File: config.mk
export PLATFORM = sky130hd
export DESIGN_NAME = drt_refresh_timer
export DESIGN_NICKNAME = d
export VERILOG_FILES = /design/src/pkg/drt_pkg.sv /design/src/rtl/drt_refresh_timer.sv
export SDC_FILE = /design/constraint.sdc
export NUM_CORES = 1
export LEC_CHECK = 0
export ABC_AREA = 1
export BUFFER_PORTS_ARGS = -buffer_cell sky130_fd_sc_hd__buf_4
export CAP_MARGIN = 20
export CORE_UTILIZATION = 50
export CTS_BUF_LIST = sky130_fd_sc_hd__clkbuf_2 sky130_fd_sc_hd__clkbuf_4 sky130_fd_sc_hd__clkbuf_8
export CTS_CLUSTER_DIAMETER = 30
export DETAILED_ROUTE_END_ITERATION = 16
export PLACE_DENSITY = 0.75
export REMOVE_ABC_BUFFERS = 1
export SETUP_SLACK_MARGIN = 0.4
export SYNTH_ARGS = -nofsm -noshare
export SYNTH_HDL_FRONTEND = slang
export SYNTH_SLANG_ARGS = --single-unit
File: constraint.sdc
create_clock -name i_sys_clk -period 5.8 [get_ports i_sys_clk]
set_clock_uncertainty 0.1 [all_clocks]
set_input_delay 0.29 -clock i_sys_clk [delete_from_list [all_inputs] [get_ports i_sys_clk]]
set_output_delay 0.29 -clock i_sys_clk [all_outputs]
set_load 0.05 [all_outputs]
File: src/pkg/drt_pkg.sv
// Purpose: Constants and types for the DRAM refresh timer and refresh control block
// Assumes: AHB-Lite slave, 32-bit data, one word per register
// Notes: Byte addresses are the printed offsets times four, address bits 25:2 decoded
package drt_pkg;
    // ==========================================================
    // Register word indices (printed offsets are not word aligned, so byte address is index*4)
    localparam logic [23:0] DRT_IDX_COUNTER = 24'hff_fda8;
    localparam logic [23:0] DRT_IDX_CONSTANT = 24'hff_fda9;
    localparam logic [23:0] DRT_IDX_SYSCTL = 24'hff_fdc2;
    localparam logic [23:0] DRT_IDX_REFCTL = 24'hff_fdc0;
    localparam logic [23:0] DRT_IDX_IRQ_STATUS = 24'hff_fdc4;
    localparam logic [23:0] DRT_IDX_IRQ_CLEAR = 24'hff_fdc5;
    localparam logic [23:0] DRT_IDX_IRQ_ENABLE = 24'hff_fdc6;
    localparam logic [23:0] DRT_IDX_DRAMCTL = 24'hff_fdc8;
    localparam logic [23:0] DRT_IDX_STANDBY = 24'hff_fdc9;
    // ==========================================================
    // Field positions of refresh_control, system control and DRAM control
    localparam int DRT_F_MIE = 14;
    localparam int DRT_F_CKS = 8;
    localparam int DRT_F_RFE = 7;
    localparam int DRT_F_RLW = 4;
    localparam int DRT_F_SLF = 3;
    localparam int DRT_F_TPCS = 0;
    localparam int DRT_F_FLAG = 15;
    localparam int DRT_F_EXTERNAL_BUS_ENABLE = 9;
    localparam int DRT_F_TPC = 12;
    localparam int DRT_F_OEE = 0;
    // ==========================================================
    // Reset values
    localparam logic [7:0] DRT_RST_CONSTANT = 8'ha0;
    localparam logic [2:0] DRT_RST_CKS = 3'h1;
    localparam logic DRT_RST_RFE = 1'b1;
    // ==========================================================
    // Types
    typedef struct packed {
        logic [1:0] htrans;
        logic hwrite;
        logic [2:0] hsize;
        logic [31:0] haddr;
    } drt_ahb_req_t;

    typedef struct packed {
        logic refresh_req;
        logic self_refresh;
        logic [2:0] refresh_wait;
        logic [3:0] post_sr_precharge;
        logic ext_bus_en;
        logic cke_oe;
    } drt_mem_ctl_t;

    typedef enum logic [1:0] {
        DRT_MEM_RUN,
        DRT_MEM_REFRESH,
        DRT_MEM_SELFREF,
        DRT_MEM_PRECHG
    } drt_mem_state_t;
endpackage

File: src/rtl/drt_refresh_timer.sv
// Purpose: Refresh interval timer and refresh cycle control
// Assumes: Pin inputs synchronous to i_sys_clk; memory side answers o_refresh with i_refresh_done
// Notes: Divided clock selected by a prescaler; one refresh request per compare match while refresh is enabled
//
// Decided for this implementation: register access over AHB-Lite.
`timescale 1ns/100ps

// Function
// - The match interrupt enable gates whether a set match flag raises the interrupt.
// - While refresh is on the interrupt enable reads 0 and writes to it are ignored.
// - A 3-bit select chooses one of seven prescaled clocks, 001 being divide by 2, and code 000 stops counting.
// - Refresh enable turns refresh control on, and when off the counter is an interval timer.
// - A 3-bit wait field adds that many wait cycles to each refresh cycle.
// - With self-refresh enable, refresh on and the external bus enabled, standby entry puts memory into self-refresh.
// - The precharge after self-refresh lasts one cycle more than the post-self-refresh field plus the precharge field.
// - The counter counts prescaled ticks, and on a match it sets the flag and clears to zero.
// - Each match with refresh on and the external bus enabled issues a refresh cycle.
// - Each match with refresh off and interrupt enabled raises the match interrupt.
// - The constant register is compared with the counter on every count.
// - The external bus enable is 1 and fixed in expansion mode, and resets to 0 and is writable in single-chip mode.
// - External bus enable 0 disables the external bus and 1 enables it.
module drt_refresh_timer
    import drt_pkg::*;
(
    // Clock and reset
    input wire logic i_sys_clk,
    input wire logic i_rstn,
    // AHB-Lite slave
    input wire logic i_hsel,
    input wire logic [31:0] i_haddr,
    input wire logic [1:0] i_htrans,
    input wire logic i_hwrite,
    input wire logic [2:0] i_hsize,
    input wire logic [31:0] i_hwdata,
    input wire logic i_hready,
    output logic [31:0] o_hrdata,
    output logic o_hreadyout,
    output logic o_hresp,
    // Mode and memory side
    input wire logic i_expansion_mode,
    input wire logic i_standby_req,
    input wire logic i_refresh_done,
    output logic o_refresh,
    output logic o_self_refresh,
    output logic o_precharge,
    output logic [2:0] o_refresh_wait,
    output logic o_ext_bus_en,
    output logic o_cke_oe,
    output logic o_irq
);
    // ==========================================================
    // Bus capture
    drt_ahb_req_t req_q;
    logic req_valid_q;
    logic wr_en;
    logic [23:0] wr_addr;

    always_ff @(posedge i_sys_clk)
    begin
        if (!i_rstn)
        begin
            req_valid_q <= 1'b0;
            req_q <= '0;
        end
        else if (i_hready)
        begin
            req_valid_q <= i_hsel && i_htrans[1];
            req_q <= '{htrans: i_htrans, hwrite: i_hwrite, hsize: i_hsize, haddr: i_haddr};
        end
    end

    // Zero-wait slave, always OKAY
    assign o_hreadyout = 1'b1;
    assign o_hresp = 1'b0;
    assign wr_en = req_valid_q && req_q.hwrite;
    assign wr_addr = req_q.haddr[25:2];

    // ==========================================================
    // Registers
    logic [7:0] counter_q;
    logic [7:0] constant_q;
    logic match_irq_enable_q;
    logic [2:0] clock_sel_q;
    logic refresh_enable_q;
    logic [2:0] refresh_wait_q;
    logic self_refresh_enable_q;
    logic [2:0] post_sr_precharge_q;
    logic [1:0] precharge_cycles_q;
    logic memory_output_enable_q;
    logic ext_bus_en_q;
    logic match_flag_q;
    logic irq_enable_q;
    logic [6:0] prescale_q;
    logic tick;
    logic match;

    // Prescaler: select n gives divide by 2^n
    always_ff @(posedge i_sys_clk)
    begin
        if (!i_rstn)
            prescale_q <= '0;
        else
            prescale_q <= prescale_q + 7'h01;
    end

    always_comb
    begin
        tick = 1'b0;
        if (clock_sel_q != 3'h0)
            tick = (prescale_q & ((7'h01 << clock_sel_q) - 7'h01)) == 7'h00;
    end

    assign match = tick && (counter_q == constant_q);

    // Counter, software may write it
    always_ff @(posedge i_sys_clk)
    begin
        if (!i_rstn)
            counter_q <= '0;
        else if (wr_en && wr_addr == DRT_IDX_COUNTER)
            counter_q <= i_hwdata[7:0];
        else if (match)
            counter_q <= 8'h00;
        else if (tick)
            counter_q <= counter_q + 8'h01;
    end

    always_ff @(posedge i_sys_clk)
    begin
        if (!i_rstn)
            constant_q <= DRT_RST_CONSTANT;
        else if (wr_en && wr_addr == DRT_IDX_CONSTANT)
            constant_q <= i_hwdata[7:0];
    end

    // Refresh control fields
    always_ff @(posedge i_sys_clk)
    begin
        if (!i_rstn)
        begin
            match_irq_enable_q <= 1'b0;
            clock_sel_q <= DRT_RST_CKS;
            refresh_enable_q <= DRT_RST_RFE;
            refresh_wait_q <= '0;
            self_refresh_enable_q <= 1'b0;
            post_sr_precharge_q <= '0;
        end
        else if (wr_en && wr_addr == DRT_IDX_REFCTL)
        begin
            clock_sel_q <= i_hwdata[DRT_F_CKS+:3];
            refresh_enable_q <= i_hwdata[DRT_F_RFE];
            refresh_wait_q <= i_hwdata[DRT_F_RLW+:3];
            self_refresh_enable_q <= i_hwdata[DRT_F_SLF];
            post_sr_precharge_q <= i_hwdata[DRT_F_TPCS+:3];
            match_irq_enable_q <= i_hwdata[DRT_F_MIE] && !i_hwdata[DRT_F_RFE];
        end
        else if (refresh_enable_q)
            match_irq_enable_q <= 1'b0;
    end

    // Match flag, the set wins over a clear
    always_ff @(posedge i_sys_clk)
    begin
        if (!i_rstn)
            match_flag_q <= 1'b0;
        else if (match)
            match_flag_q <= 1'b1;
        else if (wr_en && wr_addr == DRT_IDX_IRQ_CLEAR && i_hwdata[0])
            match_flag_q <= 1'b0;
        else if (wr_en && wr_addr == DRT_IDX_REFCTL && !i_hwdata[DRT_F_FLAG])
            match_flag_q <= 1'b0;
    end

    always_ff @(posedge i_sys_clk)
    begin
        if (!i_rstn)
            irq_enable_q <= 1'b1;
        else if (wr_en && wr_addr == DRT_IDX_IRQ_ENABLE)
            irq_enable_q <= i_hwdata[0];
    end

    // Interval interrupt only when refresh is off
    assign o_irq = match_flag_q && match_irq_enable_q && !refresh_enable_q && irq_enable_q;

    // System and DRAM control
    always_ff @(posedge i_sys_clk)
    begin
        if (!i_rstn)
            ext_bus_en_q <= 1'b0;
        else if (i_expansion_mode)
            ext_bus_en_q <= 1'b1;
        else if (wr_en && wr_addr == DRT_IDX_SYSCTL)
            ext_bus_en_q <= i_hwdata[DRT_F_EXTERNAL_BUS_ENABLE];
    end

    always_ff @(posedge i_sys_clk)
    begin
        if (!i_rstn)
        begin
            precharge_cycles_q <= '0;
            memory_output_enable_q <= 1'b0;
        end
        else if (wr_en && wr_addr == DRT_IDX_DRAMCTL)
        begin
            precharge_cycles_q <= i_hwdata[DRT_F_TPC+:2];
            memory_output_enable_q <= i_hwdata[DRT_F_OEE];
        end
    end

    // ==========================================================
    // Memory sequencer
    drt_mem_state_t state_q;
    logic [3:0] prech_cnt_q;
    logic pending_q;
    logic sr_go;

    // Refresh and self-refresh need the external bus enabled
    assign sr_go = i_standby_req && self_refresh_enable_q && refresh_enable_q && ext_bus_en_q;

    always_ff @(posedge i_sys_clk)
    begin
        if (!i_rstn)
            pending_q <= 1'b0;
        else if (match && refresh_enable_q)
            pending_q <= 1'b1;
        else if (state_q == DRT_MEM_REFRESH)
            pending_q <= 1'b0;
    end

    always_ff @(posedge i_sys_clk)
    begin
        if (!i_rstn)
        begin
            state_q <= DRT_MEM_RUN;
            prech_cnt_q <= '0;
        end
        else
        begin
            unique case (state_q)
                DRT_MEM_RUN:
                begin
                    if (sr_go)
                        state_q <= DRT_MEM_SELFREF;
                    else if (pending_q && ext_bus_en_q)
                        state_q <= DRT_MEM_REFRESH;
                end
                DRT_MEM_REFRESH:
                begin
                    if (i_refresh_done)
                        state_q <= DRT_MEM_RUN;
                end
                DRT_MEM_SELFREF:
                begin
                    if (!i_standby_req)
                    begin
                        state_q <= DRT_MEM_PRECHG;
                        prech_cnt_q <= 4'({1'b0, post_sr_precharge_q} + {2'b00, precharge_cycles_q});
                    end
                end
                DRT_MEM_PRECHG:
                begin
                    if (prech_cnt_q == 4'h0)
                        state_q <= DRT_MEM_RUN;
                    else
                        prech_cnt_q <= prech_cnt_q - 4'h1;
                end
            endcase
        end
    end

    drt_mem_ctl_t mem_q;

    always_ff @(posedge i_sys_clk)
    begin
        if (!i_rstn)
            mem_q <= '0;
        else
        begin
            mem_q.refresh_req <= state_q == DRT_MEM_REFRESH;
            mem_q.self_refresh <= state_q == DRT_MEM_SELFREF;
            mem_q.refresh_wait <= refresh_wait_q;
            mem_q.post_sr_precharge <= {3'b000, state_q == DRT_MEM_PRECHG};
            mem_q.ext_bus_en <= ext_bus_en_q;
            mem_q.cke_oe <= memory_output_enable_q;
        end
    end

    assign o_refresh = mem_q.refresh_req;
    assign o_self_refresh = mem_q.self_refresh;
    assign o_precharge = mem_q.post_sr_precharge[0];
    assign o_refresh_wait = mem_q.refresh_wait;
    assign o_ext_bus_en = mem_q.ext_bus_en;
    assign o_cke_oe = mem_q.cke_oe;

    // ==========================================================
    // Read data
    always_ff @(posedge i_sys_clk)
    begin
        if (!i_rstn)
            o_hrdata <= '0;
        else if (i_hready && i_hsel && i_htrans[1] && !i_hwrite)
        begin
            unique case (i_haddr[25:2])
                DRT_IDX_COUNTER: o_hrdata <= {24'h00_0000, counter_q};
                DRT_IDX_CONSTANT: o_hrdata <= {24'h00_0000, constant_q};
                DRT_IDX_SYSCTL: o_hrdata <= 32'(ext_bus_en_q) << DRT_F_EXTERNAL_BUS_ENABLE;
                DRT_IDX_REFCTL: o_hrdata <= {16'h0000, match_flag_q, match_irq_enable_q, 3'b000, clock_sel_q,
                    refresh_enable_q, refresh_wait_q, self_refresh_enable_q, post_sr_precharge_q};
                DRT_IDX_IRQ_STATUS: o_hrdata <= {31'h0000_0000, match_flag_q};
                DRT_IDX_IRQ_ENABLE: o_hrdata <= {31'h0000_0000, irq_enable_q};
                DRT_IDX_DRAMCTL: o_hrdata <= {16'h0000, 2'b00, precharge_cycles_q, 11'h000, memory_output_enable_q};
                DRT_IDX_STANDBY: o_hrdata <= {28'h000_0000, 2'(state_q), o_self_refresh, o_refresh};
                default: o_hrdata <= 32'h0000_0000;
            endcase
        end
    end
endmodule

== Word level (Yosys, flattened, before mapping) ==
Index checks and enable logic that the tools add are counted.
Storage, ports and cells
  register bits after elaboration: 116
  latch bits: 0
  RAM bits: 0
  ROM bits: 0
  input port bits: 77
  word-level logic and storage cells: 121
  memories kept: 0
Operators by class
  add/subtract/negate cells: 5
  multiply operators: 0
  divide/modulo/power cells: 0
  order comparisons: 0
  equality and inequality tests: 24
  shift operators: 1
  muxes and demuxes: 23
  bitwise operators: 1
  reductions and logical operators: 40
Operators by type and width (number)
  $eq 24x24->1 const B: 15
  $pmux 16 s8: 1
  $logic_and 1x1->1: 24
  $mux 8: 3
  $mux 1: 10
  $mux 2: 5
  $reduce_bool 3->1: 3
  $add 8x1->8 const B: 1
  $eq 8x8->1: 1
  $mux 4: 2
  $ne 2x2->1 const B: 4
  $pmux 2 s4: 1
  $pmux 4 s2: 1
  $reduce_bool 2->1: 4
  $add 7x1->7 const B: 1
  $and 7x7->7: 1
  $logic_not 7->1: 1
  $shl 1x3->7 const A: 1
  $sub 7x1->7 const B: 1
  $add 3x2->4: 1
  $eq 2x2->1 const B: 2
  $logic_not 1->1: 4
  $logic_not 4->1: 1
  $reduce_and 4->1: 1
  5 further kinds: 5

== Longest topological paths before layout ==
Gate-level depths: netlist of run 1.
  word-level depth: 8
  gate-level depth with buffers: 14

== Worst setup path before layout of run 1 ==
Ideal clock, no wire load.
  path kind: reg2reg
  from: register clock_sel_q[1]
  to: register counter_q[2]
  setup time: 0.128 ns
  arrival: 1.659 ns
  setup slack: 3.913 ns
  stages on the path, launching flop included: 13
  path buffers: 0
  period minus slack after synthesis: 1.887 ns
  cell sequence: dfxtp_1 nor2_1 nand2_1 ha_1 inv_1 a21oi_1 nand2_1 nor2_1 nand4_1 nand3_1 nand2_1 nor2_1 nor2_1
On the way
  longest elaborated chain between the ends: 8
  elaborated cells on any way between the ends: 10
  classes of those cells: add/sub (1); shift (1); mux (3); bitwise (1); reduce/logical (4)
RTL lines
  start: declaration: RTL line drt_refresh_timer.sv:83  | logic [2:0] clock_sel_q;
  start signal: assignment: RTL line drt_refresh_timer.sv:150  | clock_sel_q <= i_hwdata[DRT_F_CKS+:3];
  $shl 1x3->7: RTL line drt_refresh_timer.sv:110  | tick = (prescale_q & ((7'h01 << clock_sel_q) - 7'h01)) == 7'h00;
  $sub 7x1->7: RTL line drt_refresh_timer.sv:110
  $and 7x7->7: RTL line drt_refresh_timer.sv:110
  $logic_not 7->1: RTL line drt_refresh_timer.sv:110
  $mux 1 *: RTL line drt_refresh_timer.sv:109  | if (clock_sel_q != 3'h0)
  $logic_and 1x1->1: RTL line drt_refresh_timer.sv:113  | assign match = tick && (counter_q == constant_q);
  $mux 8: RTL line drt_refresh_timer.sv:122  | else if (match)
  $mux 8: RTL line drt_refresh_timer.sv:120  | else if (wr_en && wr_addr == DRT_IDX_COUNTER)
  end signal: assignment: RTL line drt_refresh_timer.sv:121  | counter_q <= i_hwdata[7:0];
  end signal: assignment: RTL line drt_refresh_timer.sv:125  | counter_q <= counter_q + 8'h01;
  end: declaration: RTL line drt_refresh_timer.sv:80  | logic [7:0] counter_q;
Mark *: on every way between the ends. The rest lies on a longest branch, timed or not.
A chain may end at the register's enable or synchronous reset.

== Final worst setup path of run 1 ==
  from: register clock_sel_q[0]
  to: register counter_q[3]
The elaborated chain is that of the path after synthesis.

==> results of run 1 <==
[metrics by stage]
step | power (uW) | hold WS, ns | cell area (sq um)
after CTS | 1310 | 0.0418 | 5730
after global routing | 1360 | 0.0575 | 5760
after global placement | 856 | 0.338 | 5530
after floorplan | 801 | 0.259 | 4810
after detailed placement | 860 | 0.341 | 5530
final | 1300 | 0.0497 | 5760
[synthesized netlist by cell type (2+ instances only)]
library cell,n,area [sq um]
buf_1,2,7.51
inv_2,3,11.3
a21oi_1,50,250
nor2_4,2,22.5
clkinv_1,3,11.3
inv_1,64,240
a211oi_1,4,30.0
o21ai_1,7,35.0
nand2_2,4,25.0
o21ai_0,48,240
buf_6,2,22.5
nand4_1,22,138
nand2_1,138,518
buf_4,20,150
nor2_1,124,465
nand3_1,60,300
clkbuf_1,14,52.6
conb_1,2,7.51
nor3_1,11,55.1
o211ai_1,4,30.0
nor2_2,5,31.3
ha_1,6,75.1
a31oi_1,2,12.5
nor3_2,2,20.0
xor2_1,10,87.6
buf_2,7,35.0
nand3_2,4,40.0
dfxtp_1,97,1940
xnor2_1,5,43.8
[routing by layer]
layer	up-vias	global-route usage, %	wire length (um)
li1	2458	-	-
met1	2211	30.4	5500
met2	145	40.8	5800
met3	17	3.49	567
met4	0	8.13	190
met5	-	0	0
[flip-flops by register name (all words and copies together), names as in the netlist, 2 cells and up]
name and count:
req_q 25, o_hrdata 15, constant_q 8, counter_q 8
prescale_q 7, prech_cnt_q 4, clock_sel_q 3, o_refresh_wait 3
post_sr_precharge_q 3, refresh_wait_q 3, precharge_cycles_q 2, state_q 2
[where the power goes]
part	internal, uW	total [uW]	switching, uW
registers	684	701	16.1
clock network	231	456	225
logic	47.3	148	101
total	962	1300	342
[cells by family (layout without fill, tap and decap cells)]
group | count (synthesis) | count (layout)
buffers and inverters | 117 | 160
XOR/XNOR | 15 | 15
flip-flops | 97 | 97
AO/OA/AOI/OAI | 119 | 119
other | 2 | 19
adder cells (fa/ha/maj) | 7 | 7
AND/OR/NAND/NOR | 376 | 376
[worst max-delay path, delay by kind of cell (launching register included)]
family	cells	cell delay, ns
DFF	1	0.37
and+or+nand+nor	9	1.31
buffers and inverters	1	0.04
AOI/OAI and AO/OA	1	0.11
adders and majority gates	1	0.29
[layout make-up]
class / count / area [sq um] / share of cell area [%]
well taps: 133 / 166 / 2.89
inverters: 71 / 268 / 4.65
multi-input cells: 536 / 2600 / 45.2
flip-flops and latches: 97 / 1940 / 33.7
repair buffers: 74 / 576 / 9.99
clock inverters: 2 / 37.5 / 0.652
clock buffers: 13 / 166 / 2.89
[final timing paths]
kind	end	depth (start not counted)	slack [ns]	start
max	counter_q[3]	12	3.48	clock_sel_q[0]
min	clock_sel_q[0]	3	0.05	i_hwdata[8]
max reg2reg	counter_q[3]	12	3.48	clock_sel_q[0]
min reg2reg	o_refresh_wait[0]	2	0.35	refresh_wait_q[0]
==> qor.csv, run 1 <==
stage;metric;value;unit
yosys;largest family of logic cells by synthesized area;simple AND/OR/NAND/NOR gates;
detailed_routing;Final ANT Viol Nets;0;
die;row cnt;36;
detailed_routing;total wire length;12100;um
outcome;status;complete, no violations;
placed_design;I/O Buffers;71;
sta;crit share post-route;40.1;%
global_routing;Total GRT Usage;23.7;%
setup_path;Crit Path Max Fanout;8;
yosys;number of flops mapped to enable cells by yosys;0;
yosys;FFs w/ async S/R, synth;0;%
sta;Slew Limit Fails;0;
sta;RSZ-0062 raised after global routing;false;
sta;Hold Vio Cnt, Final;0;
die;full die area;0.0104;sq mm
cts;CTS sink cnt;97;
global_routing;Congestion Overflow GR;0;
cts;maximum clock path buffer count;2;
setup_path;WP data arrival;2.47;ns
die;die width;102;um
cts;CTS tree;yes;
die;initial core utilization;51.4;%
yosys;Seq/Total Area, Yosys;38.7;%
global_routing;vias in the first global route;4206;
setup_path;most used cell, CP;nor2_1;
setup_path;Critical Path RT;5.95;ns
yosys;Post-Synth XOR/XNOR Area;2.62;%
cts;clk_lat worst skew;0.36;ns
cts;CTS Root Cell;clkbuf_8;
final_layout;area grow syn2layout;14.7;%
final_layout;layout cells sized above 1;14.4;%
sta;# setup viols final;0;
final_layout;fin cells;926;
sta;Final WS setup;3.48;ns
sta;max_slew headroom;59.0;%
detailed_routing;first-pass iteration count of the detailed router;5;
sta;Least-Margin Pin Slew;0.608;ns
worst_hold_path;Hold/Removal Path Class;input pin to register;
yosys;synth warn;0;
power_and_ir_drop;peak supply drop;129;uV
die;die height;102;um
setup_path;CP cell instances;nor2_1 > nand2_1 > ha_1 > inv_1 > a21oi_1 > nand2_1 > nor2_1 > nand4_1 > nand3_1 > nand2_1 > nor2_1 > nor2_1;
cts;hold_buf cts;0;
yosys;syn avg cell area;6.85;sq um
global_routing;initial antenna violation count;0;
final_layout;nets;873;
placed_design;Placed Cells;910;
sta;minimum clock period;2.32;ns
sta;setup TNS;0;ns
placed_design;GP Congestion;0.907;
cts;Setup Buffers After CTS;0;
yosys;predominant post-synthesis flop cell;dfxtp_1;
global_routing;largest net degree at the start of global routing;65;
placed_design;dpl hpwl;8970;um
yosys;mux cell area share after synthesis;0;%
final_layout;commonest non-fill, non-tap cell in the layout;nand2_1;
setup_path;CP Class;register to register;
power_and_ir_drop;PD cells;227;mW/mm^2
setup_path;Worst Setup End Kind;register;
placed_design;Placement Setup Slack;3.29;ns
die;I/O Pins;120;
yosys;cell area after synthesis;0.00502;sq mm
die;CORE AREA;0.00977;sq mm
setup_path;Worst setup SP type;register;
yosys;Adder-Cell Fraction of Synth Area;1.89;%
run;max_cap viols;0;
yosys;Simple-Gate Fraction of Synth Area;33.4;%
final_layout;commonest non-fill, non-tap cells in the layout;nand2_1, nor2_1, dfxtp_1;
sta;FMAX;430;MHz
cts;PostCTS Resize Cnt;0;
cts;total CTS buffers;9;
yosys;Syn Inst Count;733;
final_layout;# fillers;943;
setup_path;slowest stage delay, CP;0.39;ns
yosys;Netlist cell types;40;
detailed_routing;drt initial violations;289;
final_layout;fin util;58.9;%
cts;H-tree Lvls;3;
detailed_routing;via count;4831;
final_layout;number of diodes;0;
detailed_routing;drt wl/cell;13.0;um
detailed_routing;drt via density;5.22;
detailed_routing;DR DRC count;0;
setup_path;slowest CP cell;nand4_1;
yosys;Compound-Gate Fraction of Synth Area;12.5;%
yosys;Yosys reg bits;97;
cts;Clk pin slew, worst setup/hold paths;0.09;ns
power_and_ir_drop;Leak;0.00252;uW
global_routing;first-pass GRT wire length;19300;um
No activity file was read; power rests on OpenSTA's default activity.
==> run 2: changes to the inputs <==
ABC_AREA = 0   (was 1)
PLACE_DENSITY = 0.78   (was 0.75)
clock period = 1.9 ns   (was 5.8 ns; I/O delays follow)
==> run 2 against run 1 <==
  * The flow now finishes with violations (setup timing)
  * Core utilization rose by 14 points
  * Synthesized cell count decreased by 26%
  * First-iteration DRC count grew 1.0%
  * Cell count is 11% lower
  * Clock-buffer cell count shrank 4
  * Final area is 18% higher
  * Critical endpoint unchanged
  * Largest cell class unchanged
==> qor.csv, run 2 <==
stage;metric;value;unit;change
final_layout;largest registers;req_q x25, o_hrdata x15;;unchanged
setup_path;CP Class;register to register;;unchanged
final_layout;Largest Register;req_q;;unchanged
setup_path;WP data arrival;2.58;ns;was 2.47 ns
yosys;Seq/Total Area, Yosys;39.5;%;was 38.7%
cts;CTS tree;yes;;unchanged
die;CORE AREA;0.00937;sq mm;was 0.00977 sq mm
final_layout;area grow syn2layout;38.6;%;was 14.7%
worst_hold_path;WHS Path Cells;3;;unchanged
sta;RSZ-0062 raised after global routing;true;;was false
detailed_routing;Final ANT Viol Nets;0;;unchanged
yosys;predominant post-synthesis flop cell;dfxtp_1;;unchanged
sta;FMAX;420;MHz;was 430 MHz
yosys;cell with the most instances after synthesis;dfxtp_1;;was nand2_1
power_and_ir_drop;peak supply drop;354;uV;was 129 uV
final_layout;commonest non-fill, non-tap cell in the layout;buf_4;;was nand2_1
yosys;Synth top cells by count;dfxtp_1, nand2_1, mux2i_1, nor2b_1, nor2_1;;was nand2_1, nor2_1, dfxtp_1, inv_1, nand3_1
die;initial core utilization;52.5;%;was 51.4%
die;die width;101;um;was 102 um
sta;minimum clock period;2.38;ns;was 2.32 ns
sta;max_slew headroom;63.4;%;was 59.0%
sta;Slew Limit Fails;0;;unchanged
setup_path;cells on worst reg2reg path;10;;was 12
yosys;synth warn;0;;unchanged
worst_hold_path;Hold Path Sink;state_q[0];;was clock_sel_q[0]
power_and_ir_drop;Leak;0.00292;uW;was 0.00252 uW
power_and_ir_drop;PD cells;619;mW/mm^2;was 227 mW/mm^2
setup_path;Reg-to-Reg End;counter_q[3];;unchanged
setup_path;Crit Path Max Fanout;6;;was 8
global_routing;Congestion Overflow GR;0;;unchanged
final_layout;number of diodes;0;;unchanged
outcome;failing checks;setup timing;;
placed_design;placed cell area;0.00571;sq mm;was 0.00553 sq mm
cts;H-tree Lvls;3;;unchanged
detailed_routing;first-pass iteration count of the detailed router;5;;unchanged
global_routing;Total GRT Usage;27.0;%;was 23.7%
worst_hold_path;Hold/Removal Path Class;input pin to register;;unchanged
setup_path;flop-to-flop setup slack;-0.48;ns;was 3.48 ns
yosys;Syn Inst Count;543;;was 733
yosys;Yosys reg bits;97;;unchanged
placed_design;GP Congestion;0.896;;was 0.907
setup_path;r2r startpoint;clock_sel_q[1];;was clock_sel_q[0]
cts;Clk pin slew, worst setup/hold paths;0.09;ns;about the same
outcome;status;finished with violations;;was complete, no violations
cts;maximum clock path buffer count;2;;unchanged
global_routing;initial antenna violation count;0;;unchanged
run;max_cap viols;0;;unchanged
yosys;Netlist cell types;66;;was 40
final_layout;fin cells;828;;was 926
global_routing;vias in the first global route;4270;;was 4206
cts;total CTS buffers;9;;unchanged
final_layout;post-route cell area;0.00682;sq mm;was 0.00576 sq mm
final_layout;max reg flops;25;;unchanged
power_and_ir_drop;Final Total Pwr;4220;uW;was 1300 uW
final_layout;nets;778;;was 873
yosys;FFs w/ async S/R, synth;0;%;unchanged
global_routing;largest net degree at the start of global routing;41;;was 65
yosys;number of flops mapped to enable cells by yosys;0;;unchanged
yosys;syn avg cell area;9.06;sq um;was 6.85 sq um
worst_hold_path;hold path start;i_standby_req;;was i_hwdata[8]
sta;Hold Vio Cnt, Final;0;;unchanged
cts;CTS Root Cell;clkbuf_8;;unchanged
detailed_routing;DR DRC count;0;;unchanged
final_layout;layout cells sized above 1;31.5;%;was 14.4%
setup_path;Worst Setup End Kind;register;;unchanged
sta;Final WS setup;-0.480;ns;was 3.48 ns
final_layout;# fillers;644;;was 943
placed_design;I/O Buffers;71;;unchanged
final_layout;commonest non-fill, non-tap cells in the layout;buf_4, dfxtp_1, mux2i_1;;was nand2_1, nor2_1, dfxtp_1
yosys;Synth area leader;dfxtp_1;;unchanged
setup_path;Worst setup SP type;register;;unchanged
cts;clk_lat worst skew;0.37;ns;was 0.36 ns
detailed_routing;drt via density;5.63;;was 5.22
final_layout;fin util;72.8;%;was 58.9%
yosys;top cells by area, synth;dfxtp_1, mux2i_1, nor2b_1;;was dfxtp_1, nand2_1, nor2_1
detailed_routing;drt initial violations;292;;was 289
detailed_routing;via count;4658;;was 4831
sta;Least-Margin Pin Slew;0.548;ns;was 0.608 ns
cts;CTS sink cnt;97;;unchanged
placed_design;dpl hpwl;8670;um;was 8970 um
placed_design;Placement Setup Slack;-0.503;ns;was 3.29 ns
yosys;post-synth top area share;39.5;%;was 38.7%
die;row cnt;35;;was 36
sta;# setup viols final;10;;was 0
sta;crit share post-route;125;%;was 40.1%
die;die height;101;um;was 102 um
yosys;cell area after synthesis;0.00492;sq mm;was 0.00502 sq mm
setup_path;Critical Path RT;2.10;ns;was 5.95 ns
detailed_routing;total wire length;14600;um;was 12100 um
die;full die area;0.0102;sq mm;was 0.0104 sq mm
global_routing;first-pass GRT wire length;21400;um;was 19300 um
placed_design;Placed Cells;752;;was 910
detailed_routing;drt wl/cell;17.6;um;was 13.0 um
die;I/O Pins;120;;unchanged
[run 2: kinds of logic (layout without fill, tap and decap cells)]
family                   Yosys count  count (layout)  share of synthesized area (%)
AO/OA/AOI/OAI                     95              96                           13.6
XOR/XNOR                          15              15                           2.67
adder cells (fa/ha/maj)            7               7                           1.93
buffers and inverters             56             194                           5.97
flip-flops                        97              97                           39.5
multiplexers                      50              50                           10.2
other                              2              19                          0.153
AND/OR/NAND/NOR                  221             221                           26.0
[run 2: what timing repair did]
item	in CTS	in global routing
hold endpoints to repair	64	0
buffers inserted	11	5
gates cloned	2	0
gates resized for setup	59	41
pin swaps	55	21
setup endpoints to repair	39	46
hold buffers	42	0
[run 2: cell type report]
cell class                 instances  area (sq um)  share of cell area (%)
tap                              129           161                    2.37
multi-input combinational        408          3040                    44.5
inverter                          10          37.5                   0.550
timing repair buffer             168          1400                    20.6
clock inverter                     7           100                    1.47
sequential                        97          1960                    28.7
clock buffer                       9           124                    1.82
[run 2: metrics by stage]
step,setup TNS [ns],hold slack [ns]
floorplan,-4.27,0.0569
finish,-3.52,0.0262
detailed placement,-4.25,0.231
global placement,-3.04,0.225
global route,-4.37,0.0407
CTS,-2.01,0.0180
[run 2: worst max-delay path, cell delays in order, from the launching register on]
cell       delay [ns]
dfxtp_2          0.36
nor3_4           0.20
inv_1            0.09
ha_1             0.30
nor2b_1          0.07
a2111oi_4        0.20
buf_4            0.21
o211ai_4         0.14
nor3b_4          0.37
a22oi_1          0.13
o21ai_1          0.14
[run 2: worst max path at each step]
stage / to / startpoint / slack, ns
floorplan: counter_q[3] / clock_sel_q[1] / -0.50
global placement: counter_q[5] / clock_sel_q[1] / -0.37
detailed placement: counter_q[3] / clock_sel_q[1] / -0.50
CTS: counter_q[3] / clock_sel_q[1] / -0.30
global route: counter_q[7] / clock_sel_q[1] / -0.54
finish: counter_q[3] / clock_sel_q[1] / -0.48
[run 2: routing by layer]
layer  wire (um)  track usage (%)  share of wire [%]
met3         804             4.07                5.5
met5           0                0                  0
met1        6110             34.2                 42
met2        7250             45.6                 50
met4         408             11.5                2.8
[run 2: where the power goes]
group | leakage (uW) | internal [uW] | switching [uW]
clock network | 0.000115 | 756 | 771
logic | 0.00201 | 256 | 310
registers | 0.000795 | 2080 | 50.2
==> run 3: changes to the inputs <==
GPL_TIMING_DRIVEN = 0   (was default)
==> run 3 against run 2 <==
  * The run still ends with setup timing left
  * Final area down 1.3%
  * Hold slack worse by 0.0088 ns
  * Power decreased by 1.2%
  * Register-to-register slack better by 0.03 ns
  * Fmax is 1.1% higher
  * Combinational power increased by 0.9%
  * Via count is 0.92% lower
  * Flip-flop and latch count is the same
  * Largest cell class unchanged
  * Global-route usage shrank 1.3 points
  * Non-clock buffer count down 18
  * Critical path type unchanged
  * First-iteration DRC count decreased by 0.68%
  * Cell count fell by 2.2%
==> qor.csv, run 3 (synthesis results as in run 2) <==
stage;metric;value;unit;change
cts;CTS sink cnt;97;;unchanged
final_layout;area grow syn2layout;36.9;%;was 38.6%
cts;clk_lat worst skew;0.37;ns;about the same
power_and_ir_drop;Net Switching;1090;uW;was 1130 uW
die;full die area;0.0102;sq mm;unchanged
outcome;status;finished with violations;;unchanged
setup_path;Reg-to-Reg End;counter_q[7];;was counter_q[3]
final_layout;# fillers;674;;was 644
final_layout;layout cells sized above 1;31.9;%;was 31.5%
sta;minimum clock period;2.35;ns;was 2.38 ns
setup_path;Worst Setup End Kind;register;;unchanged
outcome;failing checks;setup timing;;unchanged
setup_path;cells on worst reg2reg path;7;;was 10
global_routing;GR peak layer;met2;;unchanged
die;CORE AREA;0.00937;sq mm;unchanged
global_routing;met2 usage;44.8;%;was 45.6%
cts;total CTS buffers;9;;unchanged
placed_design;GP Congestion;0.909;;was 0.896
setup_path;Critical Path RT;2.06;ns;was 2.10 ns
global_routing;vias in the first global route;4212;;was 4270
sta;Least-Margin Pin Slew;0.754;ns;was 0.548 ns
power_and_ir_drop;internal power;3090;uW;about the same
die;initial core utilization;52.5;%;unchanged
die;die width;101;um;unchanged
setup_path;slowest stage delay, CP;0.53;ns;was 0.37 ns
final_layout;commonest non-fill, non-tap cell in the layout;buf_4;;unchanged
setup_path;slowest CP cell;nor4_2;;was nor3b_4
power_and_ir_drop;Comb pwr share;13.7;%;was 13.4%
detailed_routing;Final ANT Viol Nets;0;;unchanged
global_routing;Congestion Overflow GR;0;;unchanged
detailed_routing;via count;4615;;was 4658
power_and_ir_drop;Final Total Pwr;4170;uW;was 4220 uW
global_routing;first-pass GRT wire length;20400;um;was 21400 um
global_routing;largest net degree at the start of global routing;93;;was 41
final_layout;Multi-input gate area;0.00308;sq mm;was 0.00304 sq mm
sta;FMAX;425;MHz;was 420 MHz
cts;maximum clock path buffer count;2;;unchanged
placed_design;dpl hpwl;7760;um;was 8670 um
cts;CTS tree;yes;;unchanged
detailed_routing;DR DRC count;0;;unchanged
sta;Final WS setup;-0.455;ns;was -0.480 ns
power_and_ir_drop;peak supply drop;385;uV;was 354 uV
global_routing;initial antenna violation count;0;;unchanged
sta;# setup viols final;11;;was 10
sta;RSZ-0062 raised after global routing;true;;unchanged
power_and_ir_drop;part of the power in the clock network;35.2;%;was 36.2%
setup_path;Crit Path Max Fanout;8;;was 6
setup_path;CP Class;register to register;;unchanged
sta;Hold Vio Cnt, Final;0;;unchanged
setup_path;flop-to-flop setup slack;-0.45;ns;was -0.48 ns
setup_path;r2r startpoint;counter_q[0];;was clock_sel_q[1]
power_and_ir_drop;Flop pwr share;51.1;%;was 50.4%
detailed_routing;first-pass iteration count of the detailed router;6;;was 5
detailed_routing;drt initial violations;290;;was 292
final_layout;largest registers;req_q x25, o_hrdata x15;;unchanged
die;row cnt;35;;unchanged
power_and_ir_drop;PD cells;619;mW/mm^2;about the same
placed_design;I/O Buffers;71;;unchanged
setup_path;Worst setup SP type;register;;unchanged
die;die height;101;um;unchanged
final_layout;commonest non-fill, non-tap cells in the layout;buf_4, dfxtp_1, mux2i_1;;unchanged
worst_hold_path;Hold/Removal Path Class;input pin to register;;unchanged
cts;H-tree Lvls;3;;unchanged
setup_path;Worst setup endpoint;counter_q[7];;was counter_q[3]
run;max_cap viols;0;;unchanged
sta;crit share post-route;124;%;was 125%
power_and_ir_drop;sw frac;26.0;%;was 26.8%
final_layout;Reg area;0.00198;sq mm;was 0.00196 sq mm
detailed_routing;drt via density;5.70;;was 5.63
final_layout;number of diodes;0;;unchanged
global_routing;Total GRT Usage;25.7;%;was 27.0%
setup_path;Worst setup startpoint;counter_q[0];;was clock_sel_q[1]
setup_path;CP cell instances;xor2_1 > nor4_2 > nand2_1 > nor3b_4 > buf_6 > a22oi_1 > o21ai_1;;was nor3_4 > inv_1 > ha_1 > nor2b_1 > a2111oi_4 > buf_4 > o211ai_4 > nor3b_4 > a22oi_1 > o21ai_1
setup_path;WP data arrival;2.52;ns;was 2.58 ns
detailed_routing;total wire length;14300;um;was 14600 um
sta;Slew Limit Fails;0;;unchanged
global_routing;met3 Resource Use GR;4.00;%;was 4.07%
global_routing;global routing met1 resource utilization;31.6;%;was 34.2%
cts;Clk pin slew, worst setup/hold paths;0.09;ns;about the same
power_and_ir_drop;Leak;0.00281;uW;was 0.00292 uW
sta;max_slew headroom;49.7;%;was 63.4%
cts;CTS Root Cell;clkbuf_8;;unchanged
die;I/O Pins;120;;unchanged
sta;worst hold margin;0.0174;ns;was 0.0262 ns
detailed_routing;drt wl/cell;17.7;um;was 17.6 um
final_layout;nets;761;;was 778
final_layout;Largest Register;req_q;;unchanged
final_layout;max reg flops;25;;unchanged
[run 3: cell count changes in the layout (fill, tap and decap cells not counted), moves of 3 or more]
cell and change:
buf_4 -17, dfxtp_1 -9, dfxtp_2 +7, a21boi_2 -4, a21boi_1 +3, a22oi_1 -3
a22oi_2 +3, inv_6 -3, nand2_2 +3, nand2_4 -3, nand3_2 -3, nand3_4 +3
[run 3: repair_timing]
action                     4_1_cts  5_1_grt
hold endpoints to repair        59        0
resized for setup               56       59
setup buffers                   18       20
hold buffers                    41        0
pin swaps                       32       45
setup endpoints to repair       51       54
gates cloned                     1        1
[run 3: worst min path at each step]
stage / depth (start not counted) / end / slack [ns] / from
final: 3 / match_flag_q / 0.02 / i_hwdata[15]
after global routing: 3 / req_q[3] / 0.03 / i_haddr[3]
after CTS: 3 / req_q[3] / 0.002 / i_haddr[3]
after detailed placement: 3 / clock_sel_q[0] / 0.23 / i_hwdata[8]
after global placement: 3 / clock_sel_q[0] / 0.21 / i_hwdata[8]
after floorplan: 1 / constant_q[5] / 0.06 / i_rstn
[run 3: critical path: cells and delay by family, from the launching register on]
family,cells,cell delay [ns]
buf+inv,1,0.14
simple gates,3,1.14
xor+xnor,1,0.16
compound gates,2,0.25
flops,1,0.45
[run 3: metal layers]
layer / vias to the layer above / wire [um]
met2: 193 / 7200
met4: 0 / 445
li1: 2139 / -
met5: - / 0
met3: 44 / 933
met1: 2239 / 5770
[run 3: cell type report]
cell class	instances	area share (%)
Clock inverter	5	1.21
Tap cell	129	2.40
Multi-Input combinational cell	409	45.7
Sequential cell	97	29.4
Inverter	10	0.557
Clock buffer	10	1.95
Timing Repair Buffer	150	18.8
[run 3: power by group through the flow]
stage / clock network [uW] / logic, uW / registers (uW)
after detailed placement: 0 / 427 / 2170
final: 1470 / 571 / 2130
after global routing: 1560 / 600 / 2140
after global placement: 0 / 419 / 2170
after CTS: 1480 / 517 / 2130
after floorplan: 0 / 231 / 2180
[run 3: metrics by stage]
stage | cell area (sq um) | util, % | TNS [ns] | std cells | worst slack, ns
4_1_cts | 6390 | 68.2 | -1.97 | 789 | -0.282
3_3_place_gp | 5420 | 57.9 | -10.16 | 714 | -0.675
2_1_floorplan | 4730 | - | -4.27 | 514 | -0.499
6_report | 6740 | 71.9 | -3.52 | 810 | -0.455
5_1_grt | 6740 | 71.9 | -4.38 | 810 | -0.532
3_5_place_dp | 5420 | 57.9 | -12.07 | 714 | -0.759
